$ cat src/rtl/mrs_pkg.sv
// Constants and carrier types for the receive frame statistics block.
// Assumes one 125 MHz system clock and a synchronous active-high reset.

package mrs_pkg;

  // ****************************************
  // Widths
  // ****************************************
  localparam int unsigned CNT_W   = 32;
  localparam int unsigned RUNT_W  = 10;
  localparam int unsigned LEN_W   = 16;
  localparam int unsigned ADDR_W  = 16;
  localparam int unsigned NUM_CNT = 8;

  // ****************************************
  // Register offsets
  // ****************************************
  localparam logic [15:0] OFS_MULTICAST_RX_OK  = 16'h0045;
  localparam logic [15:0] OFS_RX_LEN_64        = 16'h0046;
  localparam logic [15:0] OFS_RX_LEN_65_127    = 16'h0047;
  localparam logic [15:0] OFS_RX_LEN_128_255   = 16'h0048;
  localparam logic [15:0] OFS_RX_LEN_256_511   = 16'h0049;
  localparam logic [15:0] OFS_RX_LEN_512_1023  = 16'h004a;
  localparam logic [15:0] OFS_RX_LEN_1024_UP   = 16'h004b;
  localparam logic [15:0] OFS_RX_RUNT_DROP     = 16'h004c;

  // ****************************************
  // Counter slots, in offset order
  // ****************************************
  localparam logic [2:0] IDX_MCAST    = 3'h0;
  localparam logic [2:0] IDX_LEN_64   = 3'h1;
  localparam logic [2:0] IDX_LEN_65   = 3'h2;
  localparam logic [2:0] IDX_LEN_128  = 3'h3;
  localparam logic [2:0] IDX_LEN_256  = 3'h4;
  localparam logic [2:0] IDX_LEN_512  = 3'h5;
  localparam logic [2:0] IDX_LEN_1024 = 3'h6;
  localparam logic [2:0] IDX_RUNT     = 3'h7;

  // ****************************************
  // Length bin edges and limits
  // ****************************************
  localparam logic [15:0] LEN_64   = 16'h0040;
  localparam logic [15:0] LEN_128  = 16'h0080;
  localparam logic [15:0] LEN_256  = 16'h0100;
  localparam logic [15:0] LEN_512  = 16'h0200;
  localparam logic [15:0] LEN_1024 = 16'h0400;
  localparam logic [31:0] CNT_MAX  = 32'hffff_ffff;
  localparam logic [31:0] RUNT_MAX = 32'h0000_03ff;
  localparam logic [31:0] RST_CNT  = 32'h0000_0000;

  // ****************************************
  // Carriers and state
  // ****************************************
  typedef struct packed {
    logic              done;
    logic              good;
    logic              mcast;
    logic [LEN_W-1:0]  len;
  } mrs_rx_evt_t;

  typedef struct packed {
    logic              rd;
    logic [ADDR_W-1:0] addr;
  } mrs_rd_req_t;

  typedef struct packed {
    logic [CNT_W-1:0]  rd_data;
    logic              rd_valid;
  } mrs_reg_state_t;

endpackage

$ cat src/rtl/mrs_rx_stats.sv
// Receive frame statistics: multicast, length bins and runt counters.
// Assumes the MAC gives one done strobe per frame, same clock, with
// length, good and multicast flags valid in that cycle.

module mrs_rx_stats (
  input  wire logic                 sys_clk_in,
  input  wire logic                 reset_in,
  input  wire mrs_pkg::mrs_rx_evt_t rx_evt_in,
  input  wire mrs_pkg::mrs_rd_req_t rd_req_in,
  output logic               [31:0] rd_data_out,
  output logic                      rd_valid_out
);

  // ****************************************
  // Frame classification
  // ****************************************
  logic                        runt_w;
  logic                        good_w;
  logic [mrs_pkg::NUM_CNT-1:0] inc_w;
  logic [mrs_pkg::NUM_CNT-1:0] clr_w;
  logic                 [31:0] cnt_w [mrs_pkg::NUM_CNT];
  logic                        hit_w;
  logic                  [2:0] idx_w;

  assign runt_w = rx_evt_in.done && (rx_evt_in.len < mrs_pkg::LEN_64);
  // Runts are dropped, never good, even if the MAC flags them so
  assign good_w = rx_evt_in.done && rx_evt_in.good && !runt_w;

  always_comb
  begin
    inc_w[mrs_pkg::IDX_MCAST]    = good_w && rx_evt_in.mcast;
    inc_w[mrs_pkg::IDX_LEN_64]   = good_w && (rx_evt_in.len == mrs_pkg::LEN_64);
    inc_w[mrs_pkg::IDX_LEN_65]   = good_w && (rx_evt_in.len > mrs_pkg::LEN_64)
                                 && (rx_evt_in.len < mrs_pkg::LEN_128);
    inc_w[mrs_pkg::IDX_LEN_128]  = good_w && (rx_evt_in.len >= mrs_pkg::LEN_128)
                                 && (rx_evt_in.len < mrs_pkg::LEN_256);
    inc_w[mrs_pkg::IDX_LEN_256]  = good_w && (rx_evt_in.len >= mrs_pkg::LEN_256)
                                 && (rx_evt_in.len < mrs_pkg::LEN_512);
    inc_w[mrs_pkg::IDX_LEN_512]  = good_w && (rx_evt_in.len >= mrs_pkg::LEN_512)
                                 && (rx_evt_in.len < mrs_pkg::LEN_1024);
    inc_w[mrs_pkg::IDX_LEN_1024] = good_w && (rx_evt_in.len >= mrs_pkg::LEN_1024);
    inc_w[mrs_pkg::IDX_RUNT]     = runt_w;
  end

  // ****************************************
  // Read decode
  // ****************************************
  assign hit_w = rd_req_in.rd
               && (rd_req_in.addr >= mrs_pkg::OFS_MULTICAST_RX_OK)
               && (rd_req_in.addr <= mrs_pkg::OFS_RX_RUNT_DROP);
  assign idx_w = 3'(rd_req_in.addr - mrs_pkg::OFS_MULTICAST_RX_OK);
  assign clr_w = hit_w ? (8'h01 << idx_w) : 8'h00;

  // ****************************************
  // Counters
  // ****************************************
  for (genvar i = 0; i < mrs_pkg::NUM_CNT; i++)
  begin : g_cnt
    localparam int unsigned W = (i == mrs_pkg::IDX_RUNT) ? mrs_pkg::RUNT_W : mrs_pkg::CNT_W;
    logic [W-1:0] val;

    mrs_sat_counter #(
      .WIDTH (W)
    ) u_cnt (
      .sys_clk_in (sys_clk_in),
      .reset_in   (reset_in),
      .inc_in     (inc_w[i]),
      .clr_in     (clr_w[i]),
      .count_out  (val)
    );

    assign cnt_w[i] = 32'(val);
  end

  // ****************************************
  // Read data register
  // ****************************************
  mrs_pkg::mrs_reg_state_t st_q;
  mrs_pkg::mrs_reg_state_t st_d;

  always_comb
  begin
    st_d          = st_q;
    st_d.rd_valid = rd_req_in.rd;
    if (rd_req_in.rd)
    begin
      // Value before the clear; unmapped offsets read zero
      st_d.rd_data = hit_w ? cnt_w[idx_w] : mrs_pkg::RST_CNT;
    end
  end

  always_ff @(posedge sys_clk_in)
  begin
    if (reset_in)
    begin
      st_q <= '0;
    end
    else
    begin
      st_q <= st_d;
    end
  end

  assign rd_data_out  = st_q.rd_data;
  assign rd_valid_out = st_q.rd_valid;
endmodule

$ cat src/rtl/mrs_sat_counter.sv
// Saturating, clear-on-read event counter.
// Assumes inc_in and clr_in are same-clock single-cycle strobes.

module mrs_sat_counter #(
  parameter int unsigned WIDTH = 32
) (
  input  wire logic             sys_clk_in,
  input  wire logic             reset_in,
  input  wire logic             inc_in,
  input  wire logic             clr_in,
  output logic      [WIDTH-1:0] count_out
);

  typedef struct packed {
    logic [WIDTH-1:0] count;
  } mrs_cnt_state_t;

  mrs_cnt_state_t st_q;
  mrs_cnt_state_t st_d;

  // ****************************************
  // Next state
  // ****************************************
  always_comb
  begin
    st_d = st_q;
    if (clr_in)
    begin
      st_d.count = inc_in ? WIDTH'(1) : '0;
    end
    else if (inc_in && (st_q.count != {WIDTH{1'b1}}))
    begin
      st_d.count = st_q.count + WIDTH'(1);
    end
  end

  always_ff @(posedge sys_clk_in)
  begin
    if (reset_in)
    begin
      st_q <= '0;
    end
    else
    begin
      st_q <= st_d;
    end
  end

  assign count_out = st_q.count;
endmodule

$ cat config.mk
export PLATFORM = sky130hd
export DESIGN_NAME = mrs_rx_stats
export DESIGN_NICKNAME = d
export VERILOG_FILES = /design/src/rtl/mrs_pkg.sv /design/src/rtl/mrs_rx_stats.sv /design/src/rtl/mrs_sat_counter.sv
export SDC_FILE = /design/constraint.sdc
export NUM_CORES = 1
export LEC_CHECK = 0
export BUFFER_PORTS_ARGS = -buffer_cell sky130_fd_sc_hd__buf_4
export CORE_MARGIN = 3
export CORE_UTILIZATION = 45
export DETAILED_ROUTE_END_ITERATION = 12
export GPL_TIMING_DRIVEN = 1
export PLACE_DENSITY = 0.65
export SETUP_SLACK_MARGIN = 0.05
export SLEW_MARGIN = 20
export SYNTH_ARGS = -nofsm -noshare
export SYNTH_HDL_FRONTEND = slang
export SYNTH_SLANG_ARGS = --single-unit
$ cat constraint.sdc
create_clock -name sys_clk_in -period 4.45 [get_ports sys_clk_in]
set_input_delay 0.89 -clock sys_clk_in [delete_from_list [all_inputs] [get_ports sys_clk_in]]
set_output_delay 0.89 -clock sys_clk_in [all_outputs]
set_load 0.02 [all_outputs]
# Yosys cells after proc, flatten, opt, wreduce, memory -nomap -nowiden

Index checks and enable logic that the tools add are counted.

Bits in registers: 267
Input port bits: 38
Word-level logic and storage cells: 105

Add/subtract/negate cells: 9
Order comparisons: 13
Equal/unequal tests: 9
Shift operators: 1
Muxes and demuxes: 29
Bitwise gates (word level): 1
Reductions and logical operators: 33

Operators with widths:

| cell                                                                | number |
|---|---|
| 2-to-1 mux 32 bit                                                   | 17 |
| adder 32 x 1 -> 32 bit, second input constant                       | 7 |
| inequality test 32 bit, second input constant                       | 7 |
| binary-select mux 32 bit (select 3 bit)                             | 1 |
| logical AND 1 bit                                                   | 24 |
| 2-to-1 mux 10 bit                                                   | 2 |
| == test 16 x 7 -> 1 bit, second input constant                      | 1 |
| greater-or-equal comparator 16 x 10 -> 1 bit, second input constant | 1 |
| greater-or-equal comparator 16 x 11 -> 1 bit, second input constant | 1 |
| greater-or-equal comparator 16 x 7 -> 1 bit, second input constant  | 1 |
| greater-or-equal comparator 16 x 8 -> 1 bit, second input constant  | 1 |
| greater-or-equal comparator 16 x 9 -> 1 bit, second input constant  | 1 |
| > comparator 16 x 7 -> 1 bit, second input constant                 | 1 |
| <= comparator 16 x 7 -> 1 bit, second input constant                | 1 |
| < comparator 16 x 10 -> 1 bit, second input constant                | 1 |
| < comparator 16 x 11 -> 1 bit, second input constant                | 1 |
| < comparator 16 x 7 -> 1 bit, second input constant                 | 1 |
| < comparator 16 x 8 -> 1 bit, second input constant                 | 1 |
| < comparator 16 x 9 -> 1 bit, second input constant                 | 1 |
| nonzero test 2 bit                                                  | 8 |
| adder 10 x 1 -> 10 bit, second input constant                       | 1 |
| inequality test 10 bit, second input constant                       | 1 |
| 2-to-1 mux 1 bit                                                    | 8 |
| 2-to-1 mux 8 bit                                                    | 1 |
| other kinds (5)                                                     | 5 |

# Longest topological paths before layout

Word-level depth: 9
Mapped depth: 13
Gate-level depth less buffers: 8

# By module

From an unflattened synthesis, not the netlist that was laid out.

Cell total of the unflattened synthesis: 1871
Area total of the unflattened synthesis: 16095.4 sq um

By module, submodules not included:

| module                                | times used | cells each | area each (sq um) | sequential area each (sq um) |
|---|---|---|---|---|
| mrs_sat_counter at g_cnt[0].u_cnt ... | 7          | 206        | 1746.7            | 640.6 |
| mrs_rx_stats                          | 1          | 371        | 3357.0            | 660.6 |
| mrs_sat_counter at g_cnt[7].u_cnt     | 1          | 58         | 511.7             | 200.2 |

# Worst setup path before layout

No wires, ideal clock.

Kind: input-to-reg
From: input rd_req_in[0] (netlist bit)
To: register g_cnt[4].u_cnt.st_q (netlist bit g_cnt[4].u_cnt.count_out[2])
Library setup time: 128 ps
Data arrival time: 4453 ps
Setup slack: -131 ps
Cell stages on the path: 11
Cells stage by stage: clkbuf_1 > clkbuf_1 > inv_1 > clkbuf_1 > ha_1 > xnor2_1 > nand3_1 > or4_1 > o21ai_1 > clkbuf_1 > nor2_1

Longest elaborated chain between the ends: 5

RTL lines:

| element                                                        | RTL line              | text |
|---|---|---|
| start: declaration                                             | mrs_rx_stats.sv:9     | `input wire mrs_pkg::mrs_rd_req_t rd_req_in,` |
| greater-or-equal comparator 16 x 7 -> 1 bit                    | mrs_rx_stats.sv:49    | `&& (rd_req_in.addr >= mrs_pkg::OFS_MULTICAST_RX_OK)` |
| logical AND 1 bit                                              | mrs_rx_stats.sv:49    |  |
| logical AND 1 bit                                              | mrs_rx_stats.sv:50    | `&& (rd_req_in.addr <= mrs_pkg::OFS_RX_RUNT_DROP);` |
| 2-to-1 mux 8 bit *                                             | mrs_rx_stats.sv:52    | `assign clr_w = hit_w ? (8'h01 << idx_w) : 8'h00;` |
| 2-to-1 mux 32 bit / nonzero test 2 bit (equally long branches) | n/a                   |  |
| end signal: assignment                                         | mrs_sat_counter.sv:45 | `st_q <= st_d;` |
| end: declaration                                               | mrs_sat_counter.sv:18 | `mrs_cnt_state_t st_q;` |

Mark *: on every way between the ends. The rest lies on a longest branch, timed or not.
A chain may end at the register's enable or synchronous reset.

# Final worst setup path

From: input rx_evt_in[15] (netlist bit)
To: register g_cnt[2].u_cnt.st_q (netlist bit g_cnt[2].u_cnt.count_out[18])

Longest elaborated chain between the ends: 8

RTL lines:

| element                               | RTL line              | text |
|---|---|---|
| start: declaration                    | mrs_rx_stats.sv:8     | `input wire mrs_pkg::mrs_rx_evt_t rx_evt_in,` |
| < comparator 16 x 7 -> 1 bit          | mrs_rx_stats.sv:25    | `assign runt_w = rx_evt_in.done && (rx_evt_in.len < mrs_pkg::LEN_64);` |
| logical AND 1 bit                     | mrs_rx_stats.sv:25    |  |
| zero test 1 bit                       | mrs_rx_stats.sv:27    | `assign good_w = rx_evt_in.done && rx_evt_in.good && !runt_w;` |
| logical AND 1 bit                     | mrs_rx_stats.sv:27    |  |
| logical AND 1 bit                     | mrs_rx_stats.sv:33    | `inc_w[mrs_pkg::IDX_LEN_65] = good_w && (rx_evt_in.len > mrs_pkg::LEN_64)` |
| logical AND 1 bit *                   | mrs_rx_stats.sv:34    | `&& (rx_evt_in.len < mrs_pkg::LEN_128);` |
| logical AND 1 bit *                   | mrs_sat_counter.sv:31 | `else if (inc_in && (st_q.count != {WIDTH{1'b1}}))` |
| nonzero test 2 bit (no source line) * | n/a                   |  |
| end signal: assignment                | mrs_sat_counter.sv:45 |  |
| end: declaration                      | mrs_sat_counter.sv:18 |  |

Marks and branches as above.

==> impl_results.md <==
* Total vias in the final route at approximately 13000
* Vias/cell at 6.13
* Hold crit path type: reg2reg
* Yosys top cell area share at 0.369
* # nets final at approximately 1800
* Synth Net Count at approximately 1800
* #FFs+latches synth at 267
* TritonCTS clock tree: done
* Commonest non-fill, non-tap cell in the layout: dfxtp_1
* YS warnings at 0
* Share of layout cells above drive strength 1 at 0.136
* Die Ht at 185 um
* Placed Cells at roughly 2100
* DR WL/cell at around 20 um
* Worst EP required at between 4 and 5 ns
* TritonCTS buffer count at 30
* Antenna cells at 0
* Ports at between 70 and 80
* Final Hold Vio Count at 0
* Critical Path End Type: register
* Final cell count without fillers at approximately 2200
* Slew HR at 0.224
* Worst-path clk slew at 0.06 ns
* Flop-to-flop setup slack at 1.30 ns
* Maximum VDD drop at approximately 0.39 mV
* Max Root-Sink Buffers at 3
* Post-synthesis sequential area ratio at 0.369
* CP max FO at 16
* Synth unique cells at 70
* Max-slew violations at 0
* Setup TNS at 0 ns
* DRC at 0
* CTS root buffer: clkbuf_16
* Worst setup SP type: input port
* CTS Hold Bufs at 0
* Die W at roughly 190 um
* P_leak at about 5.6 nW
* Post-route cell area at 16600 um2
* Maximum clock rate at 0.303 GHz
* Critical path arrival at approximately 3.8 ns
* Synth Instances at ~1700
* Leading post-synthesis cells by cell area: dfxtp_1 (37%), mux4_2 (6.5%), nor2_1 (5.8%)
* # clock sinks at about 270
* Tot Pwr at between 0.005 and 0.006 W
* Fillers at between 2000 and 3000
* Detail Placement HPWL at between 30000 and 40000 um
* Drt initial violations at approximately 1200
* H-tree levels at 1
* Initial antenna violation count at 0
* RSZ-0062 raised after global routing: false
* Primary FF master, synth: dfxtp_1
* Critical path class: in2reg
* First-pass GRT wire length at just under 70000 um
* Syn_area_per_cell at between 8 and 9 um2
* Asr flop ratio synth at 0
* Area of the multi-input gates at between 8000 and 9000 um2
* Skew-Pair Late Insertion Delay at approximately 0.57 ns
* Fin crit share at 0.743
* Cell taking the most area after synthesis: dfxtp_1
* Slew @ Worst Pin at ~1.1 ns
* Final setup viols at 0
* Largest net degree at the start of global routing at 46
* Final ANT Viol Nets at 0
* Number of enable flip-flop cells after synthesis at 0
* Core ar. at 31600 um2
* GR Overflow Total at 0
* GP Congestion at 1.01
* Status: finished, final reports clean
* WL final at around 45000 um
* Worst Skew at 0.0150 ns
* Storage cell area at roughly 5300 um2
* Commonest non-fill, non-tap cells in the layout: dfxtp_1 (267), nor2_1 (222), nand2_1 (165)
* Die area at between 30000 and 40000 um2
* Mapped cell area at roughly 14000 um2
* Postcts setup bufs at 0
* Placed Area at ~15000 um2
* Initial Util at 0.458
* Area grow syn2layout at 14.4%
* Rows at 65
* Total GRT Usage at 0.256
* Final min period at ~3.3 ns
* Vias in the first global route at 12068
* Pwr/cell area at around 320 nW/um2
* Initial DRT Pass Iterations at 6
* Port Buffer Count at 70
* Post-CTS sizing at 0
* Max_cap viols at 0
## layout make-up
class                      count  share of cell area
sequential                   267               0.322
clock inverter                11              0.0106
timing repair buffer          94              0.0433
tap                          402              0.0303
multi-input combinational   1346               0.534
inverter                      21             0.00475
clock buffer                  44              0.0551
## worst max-delay path: stages
cell,delay (ns)
buf_4,0.12
or4_1,0.62
nor4_2,0.62
and3_1,0.31
a22o_1,0.34
nand2_1,0.42
o41ai_1,0.43
## layer usage
metal / vias up / track usage / wire length, um / share of wire
met5: - / 0 / 0 / 0
met4: 0 / 0.0909 / 1800 / 0.040
met3: 86 / 0.0289 / 3200 / 0.071
met2: 493 / 0.417 / 20700 / 0.46
met1: 6441 / 0.353 / 19200 / 0.43
li1: 6367 / - / - / -
## metrics by stage
stage / hold slack (ns) / setup slack (ns) / utilization
global route: 0.490 / 1.04 / 0.524
floorplan: 0.448 / 0.0503 / -
finish: 0.459 / 1.14 / 0.524
detailed placement: 0.450 / 0.633 / 0.490
global placement: 0.443 / 0.744 / 0.489
CTS: 0.465 / 1.23 / 0.524
## state kept, by name, summed over array words and instances (netlist names)
signal	count
rd_valid_out	1
g_cnt.u_cnt.count_out	234
rd_data_out	32
## synth_stat cells, types with 12 or more instances
library cell	number
dfxtp_1	267
nor2_1	223
nand2_1	165
nand3_1	92
a21oi_1	87
nand4_1	82
xor2_1	76
clkbuf_1	71
xnor2_1	71
o21ai_0	63
nor3_1	46
mux4_2	42
and3_1	41
or3_1	39
and4_1	30
nor4_1	26
a22oi_1	23
mux2_2	23
o211ai_1	21
o31ai_1	21
inv_1	20
and2_1	16
nor2b_1	16
or4_1	16
ha_1	13
nor4b_1	12
or2_2	12
## power by group
group	leakage, nW	internal [W]	switching, W	total (W)
combinational	2.90	0.0000834	0.000165	0.000249
sequential	2.15	0.00239	0.00000295	0.00239
clock	0.536	0.00165	0.00104	0.00269
total	5.59	0.00413	0.00121	0.00533
## cell families after synthesis
group	after synthesis	share of synthesized area
and+or+nand+nor	852	0.303
DFF	267	0.369
AOI/OAI and AO/OA	261	0.112
xor gates and xnor gates	147	0.0888
buffers and inverters	104	0.0271
muxes	73	0.0886
adders and majority gates	13	0.0112
## path summary, 6_finish.rpt
check / start / endpoint / cells after the start
setup / recovery: rx_evt_in[15] / g_cnt[2].u_cnt.count_out[18]$_SDFFE_PP0P_ / 7
hold / removal: rd_data_out[24]$_SDFFE_PP0P_ / rd_data_out[24]$_SDFFE_PP0P_ / 2
setup reg to reg: g_cnt[4].u_cnt.count_out[16]$_SDFFE_PP0P_ / g_cnt[4].u_cnt.count_out[13]$_SDFFE_PP0P_ / 6
hold reg to reg: rd_data_out[24]$_SDFFE_PP0P_ / rd_data_out[24]$_SDFFE_PP0P_ / 2
Power figures use the tool's default switching activity.
